==> config.mk <==
export PLATFORM = sky130hd
export DESIGN_NAME = sac_adc
export DESIGN_NICKNAME = d
export VERILOG_FILES = /design/src/rtl/sac_pkg.sv /design/src/rtl/sac_cycle_div.sv /design/src/rtl/sac_adc.sv
export VERILOG_INCLUDE_DIRS = /design/src /design/src/rtl
export SDC_FILE = /design/constraint.sdc
export NUM_CORES = 1
export LEC_CHECK = 0
export ABC_CLOCK_PERIOD_IN_PS = 10000
export BUFFER_PORTS_ARGS = -buffer_cell sky130_fd_sc_hd__buf_2
export CORE_MARGIN = 5
export CORE_UTILIZATION = 50
export CTS_BUF_LIST = sky130_fd_sc_hd__clkbuf_4
export DETAILED_ROUTE_END_ITERATION = 10
export PLACE_DENSITY_LB_ADDON = 0.08
export SLEW_MARGIN = 15
export SYNTH_ARGS = -nofsm -noshare
export SYNTH_HDL_FRONTEND = slang
export SYNTH_HIERARCHICAL = 1
export SYNTH_SLANG_ARGS = --single-unit
==> constraint.sdc <==
create_clock -name core_clk -period 10 [get_ports core_clk]
set_clock_uncertainty 0.05 [all_clocks]
set_input_delay 0 -clock core_clk [delete_from_list [all_inputs] [get_ports core_clk]]
set_output_delay 0 -clock core_clk [all_outputs]
set_load 0.01 [all_outputs]
==> src/rtl/sac_consts.svh <==
`ifndef SAC_CONSTS_SVH
`define SAC_CONSTS_SVH
`define SAC_MODE_BIT       3
`define SAC_PIN_CH4_BIT    0
`define SAC_PIN_CH5_BIT    1
`define SAC_PIN_CH67_BIT   2
`define SAC_IRQ_SEL_BIT    2
`define SAC_CONV_CYCLES    7'h3e
`define SAC_CMP_CYCLES     7'h08
`define SAC_STEP_CYCLES    7'h06
`define SAC_FIRST_STEP     7'h02
`define SAC_MSB_MASK       10'h200
`define SAC_ZERO10         10'h000
`define SAC_ZERO8          8'h00
`define SAC_ZERO4          4'h0
`define SAC_ZERO3          3'h0
`define SAC_ZERO7          7'h00
`define SAC_ONE7           7'h01
`endif

==> src/rtl/sac_pkg.sv <==
package sac_pkg;
   typedef enum logic [1:0] {
      SAC_IDLE,
      SAC_CONV,
      SAC_CMP
   } sac_state_t;
endpackage

==> src/rtl/sac_cycle_div.sv <==
`timescale 1ns/100ps
`default_nettype none
// Machine cycle enable: one core_clk pulse per machine cycle
module sac_cycle_div #(
   parameter int unsigned DIV = 3
) (
   input  wire logic core_clk,
   input  wire logic reset_n,
   output logic      mc_tick
);
   logic [7:0] cnt;

   always_ff @(posedge core_clk or negedge reset_n) begin
      if (!reset_n) begin
         cnt     <= 8'h00;
         mc_tick <= 1'b0;
      end else if (cnt == 8'(DIV - 1)) begin
         cnt     <= 8'h00;
         mc_tick <= 1'b1;
      end else begin
         cnt     <= cnt + 8'h01;
         mc_tick <= 1'b0;
      end
   end
endmodule
`default_nettype wire

==> src/rtl/sac_adc.sv <==
// Behaviour
// RQ1 - Mode bit three selects conversion or compare
// RQ2 - Ten-bit result; upper eight to B,A
// RQ3 - Low two bits to A top, zeros
// RQ4 - Software avoids lower read during conversion
// RQ5 - Conversion DAC driven by result value
// RQ6 - Start converts, result stored automatically
// RQ7 - Clear result, set MSB, compare
// RQ8 - Keep bit if reference below input
// RQ9 - Done after 62 cycles, flag set
// RQ10 - Flag cleared by interrupt taken or skip
// RQ11 - Channel select routes one analog input
// RQ12 - Bit zero makes pin analog
// RQ13 - Software writes mode before channel select
// RQ14 - Analog pins keep port; latch one
// RQ15 - Threshold load: B high, A low
// RQ16 - Threshold access only in compare mode
// RQ17 - Compare DAC driven by threshold value
// RQ18 - Compare ends after 8; flag if below
// RQ19 - Software keeps mode stable while busy
// RQ20 - Clear irq select before leaving compare
// RQ21 - Channel field binary selects zero to seven
// RQ22 - Bits one, two assign channels five..seven
// RQ23 - Control registers reset to zero
// RQ24 - Ten steps evenly spread over 62 cycles
// RQ25 - Start while busy restarts operation
`timescale 1ns/100ps
`default_nettype none
`include "sac_consts.svh"
module sac_adc (
   input  wire logic       core_clk,
   input  wire logic       reset_n,
   input  wire logic       start_op,
   input  wire logic       read_upper_op,
   input  wire logic       read_lower_op,
   input  wire logic       write_threshold_op,
   input  wire logic       read_threshold_op,
   input  wire logic       skip_if_done_op,
   input  wire logic       irq_taken,
   input  wire logic       input_select_wr,
   input  wire logic       adc_mode_pin_wr,
   input  wire logic [3:0] acc_a_in,
   input  wire logic [3:0] acc_b_in,
   input  wire logic [3:0] irq_control_reg2,
   input  wire logic       cmp_above,
   input  wire logic       large_package,
   output logic [3:0]      acc_a_out,
   output logic [3:0]      acc_b_out,
   output logic            acc_load,
   output logic            skip_taken,
   output logic            done_flag,
   output logic            irq_request,
   output logic            busy,
   output logic [9:0]      dac_code,
   output logic            dac_wide,
   output logic [2:0]      channel_sel,
   output logic [3:0]      adc_mode_pin_reg,
   output logic [3:0]      input_select_reg,
   output logic [3:0]      analog_pin_en
);
   import sac_pkg::*;

   sac_state_t state;
   logic       mc_tick;
   logic [6:0] mcycle;
   logic [9:0] result_reg;
   logic [9:0] trial_mask;
   logic [7:0] threshold;
   logic       cmp_mode;
   logic       finish;
   logic       set_done;
   logic       clr_done;

   // Channel existence: upper four only on larger package
   function automatic logic channel_ok(input logic [2:0] ch, input logic big);
      channel_ok = big || !ch[2];
   endfunction

   sac_cycle_div u_div (
      .core_clk (core_clk),
      .reset_n  (reset_n),
      .mc_tick  (mc_tick)
   );

   assign cmp_mode = adc_mode_pin_reg[`SAC_MODE_BIT]; // [RQ1]

   // Control registers, zero at reset, loaded from acc_a_in on write, retained otherwise
   always_ff @(posedge core_clk or negedge reset_n) begin
      if (!reset_n) begin
         adc_mode_pin_reg <= `SAC_ZERO4; // [RQ23]
         input_select_reg <= `SAC_ZERO4; // [RQ23]
      end else begin
         if (adc_mode_pin_wr)
            adc_mode_pin_reg <= acc_a_in;
         if (input_select_wr)
            input_select_reg <= acc_a_in;
      end
   end

   // Pin functions; analog pins stay ports too, so port logic untouched
   always_ff @(posedge core_clk or negedge reset_n) begin
      if (!reset_n) begin
         analog_pin_en <= `SAC_ZERO4;
      end else begin
         analog_pin_en[0] <= adc_mode_pin_reg[`SAC_PIN_CH4_BIT]; // [RQ12] [RQ14]
         analog_pin_en[1] <= adc_mode_pin_reg[`SAC_PIN_CH5_BIT]; // [RQ22]
         analog_pin_en[2] <= adc_mode_pin_reg[`SAC_PIN_CH67_BIT]; // [RQ22]
         analog_pin_en[3] <= adc_mode_pin_reg[`SAC_PIN_CH67_BIT]; // [RQ22]
      end
   end

   // Unavailable channel falls back to channel zero
   always_ff @(posedge core_clk or negedge reset_n) begin
      if (!reset_n)
         channel_sel <= `SAC_ZERO3;
      else if (channel_ok(input_select_reg[2:0], large_package))
         channel_sel <= input_select_reg[2:0]; // [RQ11] [RQ21]
      else
         channel_sel <= `SAC_ZERO3; // [RQ11]
   end

   assign finish = mc_tick && (
      (state == SAC_CONV && mcycle == `SAC_CONV_CYCLES - `SAC_ONE7) ||
      (state == SAC_CMP && mcycle == `SAC_CMP_CYCLES - `SAC_ONE7));

   // Sequencer; a start while busy restarts from the first step
   always_ff @(posedge core_clk or negedge reset_n) begin
      if (!reset_n) begin
         state  <= SAC_IDLE;
         mcycle <= `SAC_ZERO7;
      end else if (start_op) begin
         state  <= cmp_mode ? SAC_CMP : SAC_CONV; // [RQ6] [RQ25]
         mcycle <= `SAC_ZERO7;
      end else begin
         case (state)
            SAC_IDLE: mcycle <= `SAC_ZERO7;
            SAC_CONV, SAC_CMP: begin
               if (finish) begin
                  state  <= SAC_IDLE; // [RQ9] [RQ18]
                  mcycle <= `SAC_ZERO7;
               end else if (mc_tick) begin
                  mcycle <= mcycle + `SAC_ONE7;
               end
            end
            default: state <= SAC_IDLE;
         endcase
      end
   end

   // Successive approximation: step every SAC_STEP_CYCLES, first at cycle 7, last at cycle 61
   always_ff @(posedge core_clk or negedge reset_n) begin
      if (!reset_n) begin
         result_reg <= `SAC_ZERO10;
         trial_mask <= `SAC_ZERO10;
      end else if (start_op && !cmp_mode) begin
         result_reg <= `SAC_MSB_MASK; // [RQ7]
         trial_mask <= `SAC_MSB_MASK; // [RQ7]
      end else if (state == SAC_CONV && mc_tick && trial_mask != `SAC_ZERO10 &&
                   mcycle >= `SAC_FIRST_STEP &&
                   (mcycle - `SAC_FIRST_STEP) % `SAC_STEP_CYCLES ==
                   `SAC_STEP_CYCLES - `SAC_ONE7) begin // [RQ24]
         // Reference above input drops the trial bit
         if (cmp_above)
            result_reg <= (result_reg & ~trial_mask) | (trial_mask >> 1); // [RQ8]
         else
            result_reg <= result_reg | (trial_mask >> 1); // [RQ8]
         trial_mask <= trial_mask >> 1;
      end
   end

   // Threshold kept across modes; writable only in compare mode
   always_ff @(posedge core_clk or negedge reset_n) begin
      if (!reset_n)
         threshold <= `SAC_ZERO8;
      else if (write_threshold_op && cmp_mode)
         threshold <= {acc_b_in, acc_a_in}; // [RQ15] [RQ16]
   end

   // DAC source follows mode
   always_ff @(posedge core_clk or negedge reset_n) begin
      if (!reset_n) begin
         dac_code <= `SAC_ZERO10;
         dac_wide <= 1'b1;
      end else if (cmp_mode) begin
         dac_code <= {2'h0, threshold}; // [RQ17]
         dac_wide <= 1'b0;
      end else begin
         dac_code <= result_reg; // [RQ5]
         dac_wide <= 1'b1;
      end
   end

   // Reference above input means the input sits below the threshold
   assign set_done = finish && (state == SAC_CONV || cmp_above); // [RQ9] [RQ18]
   assign clr_done = irq_taken || (skip_if_done_op && done_flag);

   // Set wins over clear in the same cycle
   always_ff @(posedge core_clk or negedge reset_n) begin
      if (!reset_n)
         done_flag <= 1'b0;
      else if (set_done)
         done_flag <= 1'b1; // [RQ9] [RQ18]
      else if (clr_done)
         done_flag <= 1'b0; // [RQ10]
   end

   // Request routed to interrupt only when selected in irq_control_reg2
   always_ff @(posedge core_clk or negedge reset_n) begin
      if (!reset_n)
         irq_request <= 1'b0;
      else
         irq_request <= irq_control_reg2[`SAC_IRQ_SEL_BIT] && (set_done ||
                        (done_flag && !clr_done)); // [RQ10] [RQ20]
   end

   always_ff @(posedge core_clk or negedge reset_n) begin
      if (!reset_n) begin
         skip_taken <= 1'b0;
         busy       <= 1'b0;
      end else begin
         skip_taken <= skip_if_done_op && done_flag; // [RQ10]
         busy       <= (state != SAC_IDLE && !finish) || start_op;
      end
   end

   // Accumulator transfers
   always_ff @(posedge core_clk or negedge reset_n) begin
      if (!reset_n) begin
         acc_a_out <= `SAC_ZERO4;
         acc_b_out <= `SAC_ZERO4;
         acc_load  <= 1'b0;
      end else begin
         acc_load <= read_upper_op || read_lower_op ||
                     (read_threshold_op && cmp_mode);
         if (read_upper_op) begin
            acc_b_out <= result_reg[9:6]; // [RQ2]
            acc_a_out <= result_reg[5:2]; // [RQ2]
         end else if (read_lower_op) begin
            acc_a_out <= {result_reg[1:0], 2'h0}; // [RQ3]
         end else if (read_threshold_op && cmp_mode) begin
            acc_b_out <= threshold[7:4]; // [RQ16]
            acc_a_out <= threshold[3:0]; // [RQ16]
         end
      end
   end

   conv_len_a: assert property (@(posedge core_clk) disable iff (!reset_n)
      (start_op && !cmp_mode) ##1 (!start_op && !adc_mode_pin_wr) [*8] |->
      state == SAC_CONV) else $error("conversion ended early"); // [RQ9]
   done_set_a: assert property (@(posedge core_clk) disable iff (!reset_n)
      set_done |=> done_flag) else $error("done flag not set"); // [RQ9]
   skip_clr_a: assert property (@(posedge core_clk) disable iff (!reset_n)
      (skip_if_done_op && done_flag && !set_done) |=> !done_flag && skip_taken)
      else $error("skip did not clear flag"); // [RQ10]
   lower_rd_a: assert property (@(posedge core_clk) disable iff (!reset_n)
      read_lower_op && !read_upper_op |=> acc_a_out == {$past(result_reg[1:0]), 2'h0})
      else $error("lower read wrong"); // [RQ3]
   upper_rd_a: assert property (@(posedge core_clk) disable iff (!reset_n)
      read_upper_op |=> acc_b_out == $past(result_reg[9:6]) &&
      acc_a_out == $past(result_reg[5:2])) else $error("upper read wrong"); // [RQ2]
   thr_wr_a: assert property (@(posedge core_clk) disable iff (!reset_n)
      write_threshold_op && !cmp_mode |=> $stable(threshold))
      else $error("threshold written outside compare"); // [RQ16]
   conv_clear_a: assert property (@(posedge core_clk) disable iff (!reset_n)
      start_op && !cmp_mode |=> result_reg == `SAC_MSB_MASK)
      else $error("conversion did not clear result"); // [RQ7]
   dac_src_a: assert property (@(posedge core_clk) disable iff (!reset_n)
      cmp_mode && $stable(cmp_mode) && $stable(threshold) |=> dac_code[9:8] == 2'h0)
      else $error("compare dac source wrong"); // [RQ17]
   chan_a: assert property (@(posedge core_clk) disable iff (!reset_n)
      !large_package |=> !channel_sel[2] || $past(large_package))
      else $error("absent channel routed"); // [RQ11]
   // All ten steps must be used up by the last machine cycle
   all_steps_a: assert property (@(posedge core_clk) disable iff (!reset_n) // [RQ24]
      finish && state == SAC_CONV && !start_op |=> trial_mask == `SAC_ZERO10)
      else $error("conversion ended before last step");
   cmp_hit_a: assert property (@(posedge core_clk) disable iff (!reset_n) // [RQ18]
      finish && state == SAC_CMP && cmp_above |=> done_flag)
      else $error("compare hit not flagged");
   cmp_miss_a: assert property (@(posedge core_clk) disable iff (!reset_n) // [RQ18]
      finish && state == SAC_CMP && !cmp_above && !done_flag |=> !done_flag)
      else $error("compare miss flagged");
   irq_clr_a: assert property (@(posedge core_clk) disable iff (!reset_n) // [RQ10]
      irq_taken && !set_done |=> !done_flag)
      else $error("interrupt did not clear flag");
   irq_route_a: assert property (@(posedge core_clk) disable iff (!reset_n) // [RQ10]
      !irq_control_reg2[`SAC_IRQ_SEL_BIT] |=> !irq_request)
      else $error("request raised while skip selected");
   restart_a: assert property (@(posedge core_clk) disable iff (!reset_n) // [RQ25]
      start_op |=> busy && mcycle == `SAC_ZERO7 && state != SAC_IDLE)
      else $error("start did not begin from first step");
   thr_rd_a: assert property (@(posedge core_clk) disable iff (!reset_n) // [RQ16]
      read_threshold_op && !cmp_mode && !read_upper_op && !read_lower_op |=> !acc_load)
      else $error("threshold read outside compare");

   conv_done_c: cover property (@(posedge core_clk) disable iff (!reset_n)
      finish && state == SAC_CONV);
   cmp_hit_c: cover property (@(posedge core_clk) disable iff (!reset_n)
      finish && state == SAC_CMP && cmp_above);
   cmp_miss_c: cover property (@(posedge core_clk) disable iff (!reset_n)
      finish && state == SAC_CMP && !cmp_above);
   restart_c: cover property (@(posedge core_clk) disable iff (!reset_n)
      start_op && state != SAC_IDLE);
endmodule
`default_nettype wire

==> out/qor.yml <==
cts-root-buf: "sky130_fd_sc_hd__clkbuf_4"
finish.net_count: 507
finalMaxSlewViolations: 0
synth_nets: 432
io-pin-count: 64
detail_route.wl_per_cell_um: 15.60
drcViolationCount: 0
ys_seq_area_frac: 0.4967
grt_antenna_before_repair: 0
critPathMaxFanout: 21
ant_nets: 0
timing.final.setup_violations: 0
cts_made_buffers: 9
fmax_mhz: 184.3
synth_top_family_by_area: "compound AO/OA/AOI/OAI gates"
async_reset_ff_frac: 1.000
dpl.hpwl_um: 6018
synth_enable_flop_cells: 0
initial_core_util: 0.5153
leakagePower_nw: 2.392
post-route-cell-area_um2: 4964
cts_setup_buffers: 0
place_inst: 536
netlist-cell-type-count: 63
synth_area_per_cell_um2: 10.75
count_of_synthesis_stage_warnings_from_yosys: 6
totalPowerFinal_uw: 764.6
numPortBuffers: 60
cts.sink_count: 84
timing.hold.worst.class: "input pin to async pin"
detailedRoute.firstPassIterationCount: 4
worst_slack_ns: 4.574
floorplan.die.height_um: 102.0
gr-usage-all-layers: 0.1869
layout_cells_sized_above_1: 0.2363
mappedNetlistArea_um2: 4234
worst-slew-pin-transition_ns: 0.8841
overflow: 0
yosys.area_share.xor_xnor: 0.01862
via_count_normalized_by_instance_count: 5.535
cp-start-kind: "register"
routabilityCongestion: 0.8267
fp.dieArea_um2: 10410
h-tree-depth: 3
clk_pin_slew_worst_paths_ns: 0.17
power_density_nw_per_um2: 154.0
outcome: "finished, final reports clean"
grt_setup_unrepaired: "no"
vias: 3205
first_global_vias: 3309
synth-compound-area-share: 0.1602
dpl_worst_slack_ns: 4.629
simple_gate_share_of_the_synthesized_area: 0.1395
clk-insertion-delay-late_ns: 0.44
dr.first_iter.drc_count: 88
arrival_ns: 5.73
layout-area-overhead-vs-synth_pct: 17.23
slew_headroom: 0.4070
n_antenna_cell: 0
chipWidth_um: 102.0
core_region_area_um2: 8217
crit_path_end_kind: "register"
placement.cell_area_um2: 4557
netlist_instances: 394
cts_tree: "done"
setup_total_negative_slack_ns: 0
post_synth_mux_area_share: 0.09900
timing.hold.ws_ns: 0.1013
timing.max_cap.violations: 0
final_hold_viol_count: 0
postSynthRegisterBits: 84
final_period_minus_worst_setup_slack_ns: 5.426
instances_no_fill: 579
synth-main-ff-cell: "sky130_fd_sc_hd__dfrtp_1"
worst-endpoint-required_ns: 10.30
routed_wl_um: 9031
ir_drop_mv: 0.09824
synth_fa_ha_area_frac: 0.03842
ff2ff_setup_slack_ns: 4.57
clk_path_buf_depth: 2
timing_worst_setup_path_type: "register to register"
finalCoreUtilization: 0.6041
floorplan.rows: 33
final_min_period_over_clock_period: 0.5426
grt_max_degree: 85
first_pass_grt_wire_length_um: 15650
==> path summary, 6_finish.rpt <==
check | from | endpoint | cells past startpoint
max in group asynchronous | reset_n | mcycle[0] | 2
worst max-delay path | mcycle[1] | trial_mask[3] | 14
worst max register to register | mcycle[1] | trial_mask[3] | 14
worst min register to register | adc_mode_pin_reg[0] | analog_pin_en[0] | 0
min in group core_clk | write_threshold_op | threshold[4] | 3
worst min-delay path | reset_n | trial_mask[6] | 2
==> cells by family (layout without fill, tap and decap cells) <==
family          after synthesis  in the layout
simple gates                111            111
mux                          39             39
buf+inv                      47            127
flops                        84             84
xor+xnor                      9              9
compound gates               91             91
fa+ha+maj                    13             13
==> critical path, stage by stage (launching register included) <==
cell,delay (ns)
sky130_fd_sc_hd__dfrtp_1,0.63
sky130_fd_sc_hd__inv_1,0.20
sky130_fd_sc_hd__ha_1,0.46
sky130_fd_sc_hd__or3b_4,0.46
sky130_fd_sc_hd__or4b_4,0.52
sky130_fd_sc_hd__nand2_1,0.16
sky130_fd_sc_hd__o311ai_0,0.16
sky130_fd_sc_hd__a32o_1,0.39
sky130_fd_sc_hd__ha_1,0.26
sky130_fd_sc_hd__nor2_1,0.65
sky130_fd_sc_hd__inv_1,0.09
sky130_fd_sc_hd__a311oi_1,0.46
sky130_fd_sc_hd__a31oi_4,0.24
sky130_fd_sc_hd__o21ai_2,0.35
sky130_fd_sc_hd__mux2i_1,0.26
==> cells in the final DEF, fill, tap and decap left out, types with 3 or more instances in the layout <==
cell type | Yosys | final
sky130_fd_sc_hd__a211o_1 | 4 | 4
sky130_fd_sc_hd__inv_1 | 24 | 24
sky130_fd_sc_hd__and2_1 | 7 | 7
sky130_fd_sc_hd__or3_1 | 4 | 4
sky130_fd_sc_hd__nand3_1 | 7 | 7
sky130_fd_sc_hd__or4_1 | 4 | 4
sky130_fd_sc_hd__nor2b_1 | 8 | 8
sky130_fd_sc_hd__nor2_1 | 18 | 18
sky130_fd_sc_hd__o2111ai_1 | 7 | 7
sky130_fd_sc_hd__o31ai_1 | 4 | 4
sky130_fd_sc_hd__inv_8 | 0 | 3
sky130_fd_sc_hd__dlygate4sd3_1 | 0 | 27
sky130_fd_sc_hd__a32o_1 | 7 | 7
sky130_fd_sc_hd__clkbuf_4 | 0 | 9
sky130_fd_sc_hd__a21o_1 | 3 | 3
sky130_fd_sc_hd__mux2_2 | 23 | 23
sky130_fd_sc_hd__a21oi_1 | 9 | 9
sky130_fd_sc_hd__dfrtp_1 | 83 | 83
sky130_fd_sc_hd__clkinvlp_4 | 0 | 3
sky130_fd_sc_hd__nor3_1 | 3 | 3
sky130_fd_sc_hd__nand2_1 | 39 | 39
sky130_fd_sc_hd__or2_2 | 3 | 3
sky130_fd_sc_hd__nor3b_1 | 3 | 3
sky130_fd_sc_hd__ha_1 | 13 | 13
sky130_fd_sc_hd__xnor2_1 | 8 | 8
sky130_fd_sc_hd__o22ai_1 | 4 | 4
sky130_fd_sc_hd__mux2i_1 | 16 | 16
sky130_fd_sc_hd__o21ai_0 | 25 | 25
sky130_fd_sc_hd__buf_2 | 2 | 59
==> layout make-up <==
class,count,area [um2]
fill,702,3253
sequential,84,2103
multi-input combinational,263,1929
timing repair buffer,87,576.8
tap,105,131.4
inverter,24,90.09
clock buffer,9,67.56
clock inverter,7,65.06
==> synthesized netlist by cell type, types with 3 or more instances <==
cell | instances | area share
sky130_fd_sc_hd__a211o_1 | 4 | 0.0083
sky130_fd_sc_hd__a21o_1 | 3 | 0.0053
sky130_fd_sc_hd__a21oi_1 | 9 | 0.011
sky130_fd_sc_hd__a32o_1 | 7 | 0.017
sky130_fd_sc_hd__and2_1 | 7 | 0.010
sky130_fd_sc_hd__clkbuf_1 | 16 | 0.014
sky130_fd_sc_hd__dfrtp_1 | 83 | 0.49
sky130_fd_sc_hd__ha_1 | 13 | 0.038
sky130_fd_sc_hd__inv_1 | 24 | 0.021
sky130_fd_sc_hd__mux2_2 | 23 | 0.061
sky130_fd_sc_hd__mux2i_1 | 16 | 0.038
sky130_fd_sc_hd__nand2_1 | 39 | 0.035
sky130_fd_sc_hd__nand3_1 | 7 | 0.0083
sky130_fd_sc_hd__nor2_1 | 18 | 0.016
sky130_fd_sc_hd__nor2b_1 | 8 | 0.012
sky130_fd_sc_hd__nor3_1 | 3 | 0.0035
sky130_fd_sc_hd__nor3b_1 | 3 | 0.0053
sky130_fd_sc_hd__o2111ai_1 | 7 | 0.014
sky130_fd_sc_hd__o21ai_0 | 25 | 0.030
sky130_fd_sc_hd__o22ai_1 | 4 | 0.0059
sky130_fd_sc_hd__o31ai_1 | 4 | 0.0071
sky130_fd_sc_hd__or2_2 | 3 | 0.0044
sky130_fd_sc_hd__or3_1 | 4 | 0.0059
sky130_fd_sc_hd__or4_1 | 4 | 0.0071
sky130_fd_sc_hd__xnor2_1 | 8 | 0.017
==> per-layer routing <==
metal  track usage  wire length, um  vias to the layer above
li1              -                -                     1570
met1        0.2541             4186                     1554
met2        0.3013             4278                       75
met3       0.03959              483                        6
met4       0.05853               83                        0
met5             0                0                        -
==> power breakdown <==
group / internal [mW] / switching (mW) / total (mW)
combinational: 0.0775 / 0.111 / 0.189
clock: 0.0570 / 0.133 / 0.190
sequential: 0.365 / 0.0216 / 0.386
total: 0.499 / 0.265 / 0.765
==> what timing repair did <==
action                    in CTS  in global routing
hold buffers                  27                  0
hold endpoints to repair     129                  0
resized for setup              0                  0
Note: power is estimated with default switching activity, not from simulation.
